`src/core/sscd_pkg.sv`:
```
// Function
// - strap high: advertise second-generation rate and autonomous change
// - low strap, failed training: next detect exit advertises gen1 only
// - hold strap low: links wait for the serial initiate-configuration bit
// - select strap low picks SMBus, high picks plain I2C on slave port 0
// - bridge strap low enables the non-transparent bridge, high disables it
// - bypass strap low bypasses the internal clock PLL
// - six stations decode two-bit lane grouping into port widths
// - three-bit field gives virtual switch count; zero means single switch
// - five-bit field selects port-good and GPIO 24..42 use; GPIO 24..42 drive as outputs in every mode once out of reset
// - 43 GPIO: 19 dedicated, 24 shared with active-low port-good outputs
// - undriven straps fall to internal pull defaults
// - upstream and non-transparent port fields; active-low function enable
package sscd_pkg;
  localparam int STATIONS = 6;
  localparam int PORT_SEL_W = 5;
  localparam int VS_W = 3;
  localparam int FUNC_W = 5;
  localparam int PORTS = 24;
  localparam int GPIO_DED = 19;
  localparam int GPIO_TOTAL = 43;
  localparam logic [VS_W-1:0] VS_SINGLE = 3'h0;
  localparam logic [FUNC_W-1:0] FUNC_INVALID = 5'h00;
  localparam logic [FUNC_W-1:0] FUNC_HP_A = 5'h0c;
  localparam logic [FUNC_W-1:0] FUNC_NORMAL = 5'h0d;
  localparam logic [1:0] LANE_4X4 = 2'h0;
  localparam logic [1:0] LANE_1X16 = 2'h1;
  localparam logic [1:0] LANE_2X8 = 2'h2;
  localparam logic [1:0] LANE_8X4X4 = 2'h3;
  // per station: ports used, width of widest port
  localparam logic [2:0] NPORT_4X4 = 3'h4;
  localparam logic [2:0] NPORT_1X16 = 3'h1;
  localparam logic [2:0] NPORT_2X8 = 3'h2;
  localparam logic [2:0] NPORT_8X4X4 = 3'h3;
  localparam logic [4:0] WIDE_4 = 5'h04;
  localparam logic [4:0] WIDE_8 = 5'h08;
  localparam logic [4:0] WIDE_16 = 5'h10;
endpackage

```
`src/core/sscd_top.sv`:
```
`timescale 1ns/100ps
module sscd_top (
  input wire logic clk,
  input wire logic reset,
  input wire logic gen1_compat_n,
  input wire logic serial_cfg_hold_n,
  input wire logic smb_select_n,
  input wire logic nontransp_bridge_en_n,
  input wire logic clk_pll_skip_n,
  input wire logic nontransp_func_en_n,
  input wire logic [sscd_pkg::PORT_SEL_W-1:0] nontransp_port_sel,
  input wire logic [sscd_pkg::PORT_SEL_W-1:0] up_port_sel,
  input wire logic [2*sscd_pkg::STATIONS-1:0] station_lane_cfg,
  input wire logic [sscd_pkg::VS_W-1:0] virt_switch_count,
  input wire logic [sscd_pkg::FUNC_W-1:0] ball_function_sel,
  input wire logic [1:0] rsv_strap_lo,
  input wire logic rsv_strap_gnd,
  input wire logic train_fail,
  input wire logic detect_exit,
  input wire logic cfg_release,
  input wire logic [sscd_pkg::PORTS-1:0] port_ok_in,
  input wire logic [sscd_pkg::PORTS-1:0] gpio_shared_out,
  input wire logic [sscd_pkg::GPIO_DED-1:0] gpio_ded_out,
  input wire logic [sscd_pkg::GPIO_DED-1:0] slot_reset_req,
  output logic adv_gen2,
  output logic adv_autonomous,
  output logic train_enable,
  output logic smb_mode,
  output logic nontransp_bridge_on,
  output logic pll_bypass,
  output logic nontransp_on,
  output logic [sscd_pkg::PORT_SEL_W-1:0] up_port,
  output logic [sscd_pkg::PORT_SEL_W-1:0] nontransp_port,
  output logic [3*sscd_pkg::STATIONS-1:0] station_ports,
  output logic [5*sscd_pkg::STATIONS-1:0] station_width,
  output logic [sscd_pkg::VS_W-1:0] vs_count,
  output logic single_switch,
  output logic func_invalid,
  output logic rsv_bad,
  output logic [sscd_pkg::PORTS-1:0] port_ok_n,
  output logic [sscd_pkg::PORTS-1:0] gpio_shared_oe_n,
  output logic [sscd_pkg::GPIO_DED-1:0] gpio_ded_o,
  output logic [sscd_pkg::GPIO_DED-1:0] gpio_ded_oe_n
);
  import sscd_pkg::*;

  localparam int SW = 9 + 2*PORT_SEL_W + 2*STATIONS + VS_W + FUNC_W;

  // ****************************************
  // strap synchronisers and capture
  // ****************************************
  // straps are pins: two flops before any use
  logic [SW-1:0] pin_raw, s1_reg, s1_next, s2_reg, s2_next;
  logic [SW-1:0] cap_reg, cap_next;
  // undriven straps reach these pins at their pad pull level
  assign pin_raw = {gen1_compat_n, serial_cfg_hold_n, smb_select_n,
    nontransp_bridge_en_n, clk_pll_skip_n, nontransp_func_en_n,
    nontransp_port_sel, up_port_sel, station_lane_cfg, virt_switch_count,
    ball_function_sel, rsv_strap_lo, rsv_strap_gnd};

  // capture follows pins only while reset is high, then freezes
  always_comb begin
    s1_next = pin_raw;
    s2_next = s1_reg;
    cap_next = reset ? s2_reg : cap_reg;
  end
  always_ff @(posedge clk) begin
    s1_reg <= s1_next;
    s2_reg <= s2_next;
    cap_reg <= cap_next;
  end

  logic c_gen1, c_hold, c_smb, c_br, c_pll, c_nt;
  logic [PORT_SEL_W-1:0] c_ntsel, c_upsel;
  logic [2*STATIONS-1:0] c_lane;
  logic [VS_W-1:0] c_vs;
  logic [FUNC_W-1:0] c_func;
  logic [1:0] c_rlo;
  logic c_rgnd;
  assign {c_gen1, c_hold, c_smb, c_br, c_pll, c_nt, c_ntsel, c_upsel,
    c_lane, c_vs, c_func, c_rlo, c_rgnd} = cap_reg;

  // ****************************************
  // link rate advertisement and training hold
  // ****************************************
  logic fail_reg, fail_next, g1_reg, g1_next, rel_reg, rel_next;
  always_comb begin
    fail_next = fail_reg;
    g1_next = g1_reg;
    rel_next = rel_reg | cfg_release;
    if (train_fail && !c_gen1) begin
      fail_next = 1'b1;
    end
    if (detect_exit && (fail_reg || (train_fail && !c_gen1))) begin
      g1_next = 1'b1;
    end
    if (c_gen1) begin
      fail_next = 1'b0;
      g1_next = 1'b0;
    end
  end
  always_ff @(posedge clk) begin
    if (reset) begin
      fail_reg <= 1'b0;
      g1_reg <= 1'b0;
      rel_reg <= 1'b0;
    end else begin
      fail_reg <= fail_next;
      g1_reg <= g1_next;
      rel_reg <= rel_next;
    end
  end

  // ****************************************
  // decoded configuration outputs
  // ****************************************
  logic [3*STATIONS-1:0] sp_next;
  logic [5*STATIONS-1:0] swd_next;
  genvar st;
  generate
    for (st = 0; st < STATIONS; st++) begin : g_stn
      always_comb begin
        unique case (c_lane[2*st +: 2])
          LANE_4X4: begin
            sp_next[3*st +: 3] = NPORT_4X4;
            swd_next[5*st +: 5] = WIDE_4;
          end
          LANE_1X16: begin
            sp_next[3*st +: 3] = NPORT_1X16;
            swd_next[5*st +: 5] = WIDE_16;
          end
          LANE_2X8: begin
            sp_next[3*st +: 3] = NPORT_2X8;
            swd_next[5*st +: 5] = WIDE_8;
          end
          LANE_8X4X4: begin
            sp_next[3*st +: 3] = NPORT_8X4X4;
            swd_next[5*st +: 5] = WIDE_8;
          end
        endcase
      end
    end
  endgenerate

  // 0ch and 0dh both give port-good and slot reset use of the balls
  logic hp_mode, norm_mode;
  assign norm_mode = (c_func == FUNC_NORMAL) || (c_func == FUNC_HP_A);
  assign hp_mode = norm_mode;

  logic [PORTS-1:0] pok_next, shoe_next;
  logic [GPIO_DED-1:0] dedo_next, dedoe_next;
  always_comb begin
    // shared balls: port-good outputs in standard operation
    pok_next = norm_mode ? ~port_ok_in : gpio_shared_out;
    shoe_next = {PORTS{c_func == FUNC_INVALID}};
    // dedicated balls: slot resets in hot-plug modes
    dedo_next = hp_mode ? ~slot_reset_req : gpio_ded_out;
    dedoe_next = {GPIO_DED{1'b0}};
  end

  always_ff @(posedge clk) begin
    if (reset) begin
      adv_gen2 <= 1'b0;
      adv_autonomous <= 1'b0;
      train_enable <= 1'b0;
      smb_mode <= 1'b0;
      nontransp_bridge_on <= 1'b0;
      pll_bypass <= 1'b0;
      nontransp_on <= 1'b0;
      up_port <= '0;
      nontransp_port <= '0;
      station_ports <= '0;
      station_width <= '0;
      vs_count <= '0;
      single_switch <= 1'b0;
      func_invalid <= 1'b0;
      rsv_bad <= 1'b0;
      port_ok_n <= '1;
      gpio_shared_oe_n <= '1;
      gpio_ded_o <= '1;
      gpio_ded_oe_n <= '1;
    end else begin
      adv_gen2 <= !g1_reg;
      adv_autonomous <= !g1_reg;
      train_enable <= c_hold || rel_reg;
      smb_mode <= !c_smb;
      nontransp_bridge_on <= !c_br;
      pll_bypass <= !c_pll;
      nontransp_on <= !c_nt;
      up_port <= c_upsel;
      nontransp_port <= c_ntsel;
      station_ports <= sp_next;
      station_width <= swd_next;
      vs_count <= c_vs;
      single_switch <= (c_vs == VS_SINGLE);
      func_invalid <= (c_func == FUNC_INVALID);
      rsv_bad <= (c_rlo != 2'h0) || c_rgnd;
      port_ok_n <= pok_next;
      gpio_shared_oe_n <= shoe_next;
      gpio_ded_o <= dedo_next;
      gpio_ded_oe_n <= dedoe_next;
    end
  end

  // ****************************************
  // checks
  // ****************************************
  a_hold_blocks: assert property (@(posedge clk) disable iff (reset)
    (!c_hold && !rel_reg) |=> !train_enable)
    else $error("training enabled while held");
  a_gen1_fallback: assert property (@(posedge clk) disable iff (reset)
    (!c_gen1 && detect_exit && (train_fail || fail_reg)) |=> ##1 !adv_gen2)
    else $error("no first-generation fallback");
  a_gen2_always: assert property (@(posedge clk) disable iff (reset)
    c_gen1 ##1 c_gen1 |=> adv_gen2 && adv_autonomous)
    else $error("second generation not advertised");
  a_cap_frozen: assert property (@(posedge clk)
    !reset |=> $stable(cap_reg))
    else $error("strap capture changed outside reset");
  a_smb_select: assert property (@(posedge clk) disable iff (reset)
    $past(!reset) |-> smb_mode == !$past(c_smb))
    else $error("protocol select wrong");
  a_single_sw: assert property (@(posedge clk) disable iff (reset)
    (c_vs == VS_SINGLE) |=> single_switch && vs_count == VS_SINGLE)
    else $error("single switch mode wrong");
  a_nt_enable: assert property (@(posedge clk) disable iff (reset)
    !c_nt |=> nontransp_on && nontransp_port == $past(c_ntsel))
    else $error("non-transparent select wrong");
  a_pll_skip: assert property (@(posedge clk) disable iff (reset)
    c_pll |=> !pll_bypass)
    else $error("pll bypassed with strap high");
  a_bridge_on: assert property (@(posedge clk) disable iff (reset)
    !c_br |=> nontransp_bridge_on)
    else $error("bridge not enabled");
endmodule

```
`config.mk`:
```
export PLATFORM = sky130hd
export DESIGN_NAME = sscd_top
export DESIGN_NICKNAME = d
export VERILOG_FILES = /design/src/core/sscd_pkg.sv /design/src/core/sscd_top.sv
export SDC_FILE = /design/constraint.sdc
export NUM_CORES = 1
export LEC_CHECK = 0
export ABC_AREA = 1
export BUFFER_PORTS_ARGS = -buffer_cell sky130_fd_sc_hd__clkbuf_2
export CORE_ASPECT_RATIO = 0.75
export CORE_MARGIN = 5
export CORE_UTILIZATION = 40
export CTS_BUF_LIST = sky130_fd_sc_hd__clkbuf_8
export CTS_CLUSTER_SIZE = 12
export DETAILED_ROUTE_END_ITERATION = 8
export PLACE_DENSITY_LB_ADDON = 0.2
export SLEW_MARGIN = 20
export SYNTH_ARGS = -nofsm -noshare
export SYNTH_HDL_FRONTEND = slang
export SYNTH_SLANG_ARGS = --single-unit
```
`constraint.sdc`:
```
create_clock -name clk -period 1.4 [get_ports clk]
set_input_delay 0.07 -clock clk [delete_from_list [all_inputs] [get_ports clk]]
set_output_delay 0.07 -clock clk [all_outputs]
set_load 0.02 [all_outputs]
```
==> results of run 1 <==
## power by group through the flow
stage / clock network, µW / registers [µW] / logic, µW
2_1_floorplan: 0 / 6940 / 514
3_3_place_gp: 0 / 6750 / 1060
3_5_place_dp: 0 / 6760 / 1070
4_1_cts: 5130 / 6640 / 1370
5_1_grt: 5430 / 6660 / 1480
6_report: 4920 / 6630 / 1380
## final cells by class
| class | count | area, µm² | share of cell area [%] |
|---|---|---|---|
| Inverter | 70 | 262.8 | 2.767 |
| Clock buffer | 37 | 509.2 | 5.363 |
| Clock inverter | 24 | 141.4 | 1.489 |
| Multi-Input combinational cell | 204 | 928.4 | 9.777 |
| Timing Repair Buffer | 412 | 2775 | 29.23 |
| Sequential cell | 211 | 4616 | 48.61 |
| Tap cell | 210 | 262.8 | 2.767 |
## worst paths after layout
| check | start | to | slack [ns] | depth (start not counted) |
|---|---|---|---|---|
| worst max-delay path | cap_reg[38] | g1_reg | 0.10 | 4 |
| worst min-delay path | nontransp_port_sel[0] | s1_reg[28] | 0.21 | 2 |
| worst max register to register | cap_reg[38] | g1_reg | 0.10 | 4 |
| worst min register to register | s1_reg[31] | s2_reg[31] | 0.31 | 0 |
## logic make-up after synthesis
group	Yosys count	synth area share, %
AOI/OAI and AO/OA	2	0.2353
buffers and inverters	157	13.99
DFF	211	72.29
other	1	0.05874
and+or+nand+nor	190	13.43
## cell usage in the layout, fill, tap and decap left out
| cell | synthesis | routed |
|---|---|---|
| buf_12 | 0 | 3 |
| buf_4 | 70 | 5 |
| bufinv_16 | 0 | 1 |
| clkbuf_2 | 0 | 273 |
| clkbuf_8 | 0 | 37 |
| clkinv_2 | 0 | 2 |
| clkinv_8 | 0 | 1 |
| conb_1 | 1 | 12 |
| dfxtp_1 | 172 | 171 |
| dfxtp_2 | 0 | 1 |
| dlygate4sd3_1 | 0 | 131 |
| edfxtp_1 | 39 | 39 |
| inv_1 | 68 | 86 |
| inv_2 | 2 | 2 |
| inv_6 | 0 | 2 |
| nand2_1 | 47 | 47 |
| nand2_8 | 0 | 1 |
| nand3_1 | 87 | 87 |
| nand3b_1 | 1 | 1 |
| nor2_1 | 40 | 39 |
| nor2_2 | 0 | 1 |
| nor2_4 | 1 | 1 |
| nor3_1 | 13 | 13 |
| o211ai_1 | 1 | 1 |
| o21a_1 | 1 | 1 |
## through the flow
step                hold WS (ns)  setup WS [ns]  instances  power (µW)
floorplan                0.09772         0.3003        572        7450
global placement          0.1720         0.1584        976        7808
detailed placement        0.1739        0.06672        976        7835
CTS                       0.1606        0.05999       1168       13130
global route              0.1844        0.01046       1168       13580
finish                    0.2098         0.1027       1168       12930
## per-layer routing
| layer | vias up | global-route usage, % |
|---|---|---|
| met4 | 0 | 7.818 |
| met5 | - | 0 |
| met2 | 236 | 27.58 |
| li1 | 2431 | - |
| met1 | 2218 | 18.46 |
| met3 | 43 | 6.502 |
## timing repair
| item | CTS | global route |
|---|---|---|
| setup endpoints to repair | 19 | 14 |
| pin swaps | 0 | 1 |
| endpoints found under the hold margin | 91 | 0 |
| gates resized for setup | 1 | 2 |
| hold buffers | 131 | 0 |
==> impl_results.md, run 1 <==
* Cells after synthesis at 561
* TritonCTS Buffers at 34
* Met2 wire len at 7.524 mm
* Core Area at 15,820 µm²
* Ys flop type: dfxtp_1
* Startpoint Class: register
* Via count at 4,928
* Final Cell Area at 9495 µm²
* Cell leakage power at 0.004753 µW
* Ranking of synthesized cells by area: dfxtp_1, edfxtp_1, buf_4, nand3_1, inv_1
* DR WL met3 at 1.789 mm
* Die X at 155.9 µm
* # port buffers at 274
* Clock buffer depth at 3
* IO Count at 287
* Clk slew on worst S/H paths at 0.06 ns
* CP Capture Type: register
* Peak per-stage delay on the critical path at 0.57 ns
* Worst hold-check path type: in -> reg
* FMAX at 770.8 MHz
* Seq pwr share at 51.3%
* WL/cell at 13.51 µm
* Post-Route WL at 15.78 mm
* Dpl cell area at 7521 µm²
* Iter 0 DRT Violations at 211
* GRT overflow at 0
* CP max FO at 3
* Post-layout net count at 1,063
* Fill cell count at 1,261
* Max-cap violations at 0
* Setup bufs post-CTS at 0
* RSZ-0062 raised after global routing: yes
* Final Cycle Share at 92.66%
* Htree depth at 2
* Final HPWL from detailed placement at 9.799 mm
* Slew Viols, Final at 0
* Share of layout cells above drive strength 1 at 34.45%
* Seq/Total Area, Yosys at 72.29%
* Routability Congestion at 0.7606
* Count of different cell masters after synthesis at 18
* Worst Path Buf+Inv at 1
* YS warnings at 0
* WP data required at 1.85 ns
* Vias per cell at 4.219
* Initial cell density of the core at 40.36%
* Sw Share at 24.29%
* Async S/R FF share, synth at 0%
* Area leader, netlist: dfxtp_1
* Largest net degree at the start of global routing at 63
* Area growth syn-to-layout at 48.75%
* Met1 WL at 5.914 mm
* Chip height at 119.4 µm
* CTS tree: yes
* Number of detailed-route iterations in the first pass at 5
* CTS Sinks at 211
* FF+latch count, synth at 211
* Fin Clk Skew at 0.01897 ns
* Internal power at 9793 µW
* Hold Violations, Final at 0
* Ant. Diodes at 0
* Power share of the clock group at 38.1%
* Die area at 18,610 µm²
* Global-route wire length before repair at 24.85 mm
* Mapped Area at 6384 µm²
* Routed Antenna Nets at 0
* Cell family with most CP delay: buffers and inverters
* Crit path DAT at 1.75 ns
* CP max stage cell: dlygate4sd3_1
* Sum Neg Setup Slack at 0 ns
* Sw Pwr at 3141 µW
* Status: complete, no violations
* Top post-synthesis cells by count: dfxtp_1, nand3_1, buf_4
* Min Tclk post-route at 1.297 ns
* Row count at 40
* Crit-path cells: nor2_2 > o211ai_1 > dlygate4sd3_1 > nand2_1
* Cell Pwr Density at 1362 nW/µm²
* Initial antenna violation count at 0
* Area fraction of the dominant cell type after synthesis at 53.94%
* Root buffer cell: clkbuf_8
* GRT Total Usage at 16.53%
* Most common cell in the netlist: dfxtp_1
* Top layer in use: met4
* Mapped Avg Cell Area at 11.38 µm²
* WS Path Type: reg -> reg
* # setup viols final at 0
* Clk_lat worst skew at 0.50 ns
* Post-synth EDFFs at 39
* Vias in the first global route at 5,109
* Max VDD drop at 0.7445 mV
* Combinational Power Share at 10.6%
* Final Util at 60.04%
* Post-route DRC at 0
Power figures use the tool's default switching activity.
==> run 2, diff against run 1 <==
- CORE_UTILIZATION: 40 -> 42
==> run 2 against run 1 <==
Cell area rose by 1.3%. Clock power is 15% higher. Count of clock-buffer cells in the layout stayed put. Die area down 4.4%. Via count increased by 0.67%. Sequential power about the same. Combinational power hardly changed.
==> impl_results.md, run 2 (synthesis gave the netlist of run 1 again) <==
* Chip height at 116.8 µm (-2.2%)
* Power share of the clock group at 41.3% (+3.2 points)
* Multi-input combinational cell area at 925.9 µm² (-0.27%)
* Register area at 4618 µm² (about the same)
* Most frequent cells in the layout: clkbuf_2, dfxtp_1, dlygate4sd3_1, nand3_1, inv_1
* Max VDD drop at 0.6197 mV (-17%)
* Startpoint Class: register
* CP max FO at 24 (+21)
* Largest net degree at the start of global routing at 45 (-29%)
* Worst Setup SP: gpio_shared_oe_n[0]
* Crit path DAT at 1.24 ns (-0.51 ns)
* Iter 0 DRT Violations at 287 (+36%)
* Setup bufs post-CTS at 0 (unchanged)
* Cell leakage power at 0.004774 µW (+0.44%)
* GRT overflow at 0 (unchanged)
* Post-layout net count at 1,061 (-0.19%)
* WP data required at 1.33 ns (-0.52 ns)
* Place WS at 0.1440 ns (+0.07732 ns)
* TritonCTS Buffers at 31 (-8.8%)
* Post-route setup slack at 0.09366 ns (-0.009065 ns)
* Vias in the first global route at 5,161 (+1.0%)
* Min Tclk post-route at 1.306 ns (+0.009065 ns)
* Final Cycle Share at 93.31% (+0.65 points)
* Routability Congestion at 0.7630 (+0.32%)
* Sw Share at 22.13% (-2.2 points)
* Reg-to-reg startpoint: cap_reg[4]
* GRT Total Usage at 16.74% (+0.21 points)
* RSZ-0062 raised after global routing: no
* Sum Neg Setup Slack at 0 ns (unchanged)
* Die area at 17,790 µm² (-4.4%)
* Cell Pwr Density at 1422 nW/µm² (+4.4%)
* Worst hold margin at 0.1806 ns (-0.02916 ns)
* Combinational Power Share at 10.1% (-0.5 points)
* Share of layout cells above drive strength 1 at 35.01% (+0.56 points)
* Max-cap violations at 0 (unchanged)
* Post-route DRC at 0 (unchanged)
* Fill cell count at 1,151 (-8.7%)
* Root buffer cell: clkbuf_8
* WS Path Type: reg -> out
* Via count at 4,961 (+0.67%)
* Clock buffer depth at 3 (unchanged)
* Internal power at 10,650 µW (+8.7%)
* Initial antenna violation count at 0 (unchanged)
* Total power at 13,670 µW (+5.7%)
* CP max stage cell: dfxtp_1
* # setup viols final at 0 (unchanged)
* Htree depth at 1 (-1)
* Global-route wire length before repair at 24.32 mm (-2.1%)
* # port buffers at 274 (unchanged)
* Crit-path cells: buf_12 > clkbuf_2
* Routed Antenna Nets at 0 (unchanged)
* Status: complete, no violations
* Clk slew on worst S/H paths at 0.06 ns (about the same)
* CTS tree: yes
* Finished Layout Cells at 1,163 (-0.43%)
* Core Area at 15,080 µm² (-4.7%)
* WL/cell at 13.40 µm (-0.82%)
* Most common cell after layout, fill and taps aside: clkbuf_2
* CP Capture Type: output port
* Initial cell density of the core at 42.34% (+2.0 points)
* Seq pwr share at 48.5% (-2.8 points)
* CTS Sinks at 211 (unchanged)
* IO Count at 287 (unchanged)
* Final HPWL from detailed placement at 9.647 mm (-1.6%)
* Clk_lat worst skew at 0.53 ns (+0.03 ns)
* Hold Violations, Final at 0 (unchanged)
* Slew Viols, Final at 0 (unchanged)
* Die X at 152.4 µm (-2.3%)
* Hold_sp: virt_switch_count[0]
* Row count at 39 (-2.5%)
* Fin Clk Skew at 0.01119 ns (-0.007780 ns)
* FMAX at 765.5 MHz (-0.69%)
* Peak per-stage delay on the critical path at 0.36 ns (-0.21 ns)
* Placed Instances at 974 (-0.20%)
* Post-Route WL at 15.58 mm (-1.2%)
* Sw Pwr at 3025 µW (-3.7%)
* Vias per cell at 4.266 (+1.1%)
* Number of detailed-route iterations in the first pass at 4 (-1)
* Worst hold-check path type: in -> reg
* Area growth syn-to-layout at 50.65%
[run 2: cell count changes in the layout (fill, tap and decap cells not counted), sizes merged]
cell and delta:
inv -12, bufinv +5, buf +4, diode +4, clkinv +2, dlygate4sd3 -2
clkbuf -1
[run 2: area by class of cell]
cell class,instances,area share (%)
flip-flops and latches,211,48.02
repair buffers,413,29.14
multi-input cells,204,9.628
clock buffers,37,5.295
inverters,70,2.732
well taps,205,2.667
clock inverters,19,2.407
diodes,4,0.1041
[run 2: worst paths after layout]
kind	to	slack, ns	depth (start not counted)
worst max-delay path	gpio_shared_oe_n[8]	0.09	2
worst min register to register	s2_reg[15]	0.31	0
worst max register to register	port_ok_n[22]	0.18	4
worst min-delay path	s1_reg[8]	0.18	2
[run 2: worst max-delay path: cells and delay by family (launching register included)]
| kind | cells | cell delay, ns |
|---|---|---|
| buffers and inverters | 2 | 0.34 |
| DFF | 1 | 0.36 |
[run 2: power by group through the flow]
stage | Clock [µW] | Sequential [µW] | Combinational, µW
global route | 6110 | 6670 | 1500
CTS | 5820 | 6640 | 1370
floorplan | 0 | 6940 | 514
finish | 5650 | 6630 | 1390
global placement | 0 | 6760 | 1070
detailed placement | 0 | 6770 | 1080
[run 2: repair_timing]
item | CTS | global route
hold buffers | 129 | 0
gates resized for setup | 2 | 5
endpoints found under the setup margin | 43 | 41
hold endpoints to repair | 97 | 0
[run 2: layer usage]
layer,vias to the layer above,wire length (µm),global-route usage [%]
li1,2426,-,-
met1,2193,5684,18.46
met2,276,7595,28.34
met3,66,1530,6.481
met4,0,769,9.222
met5,-,0,0
[run 2: per-stage QoR]
step | cell area (µm²) | util (%)
after global routing | 9607 | 63.71
after floorplan | 6425 | -
after global placement | 7550 | 50.07
final | 9617 | 63.78
after CTS | 9587 | 63.58
after detailed placement | 7550 | 50.07
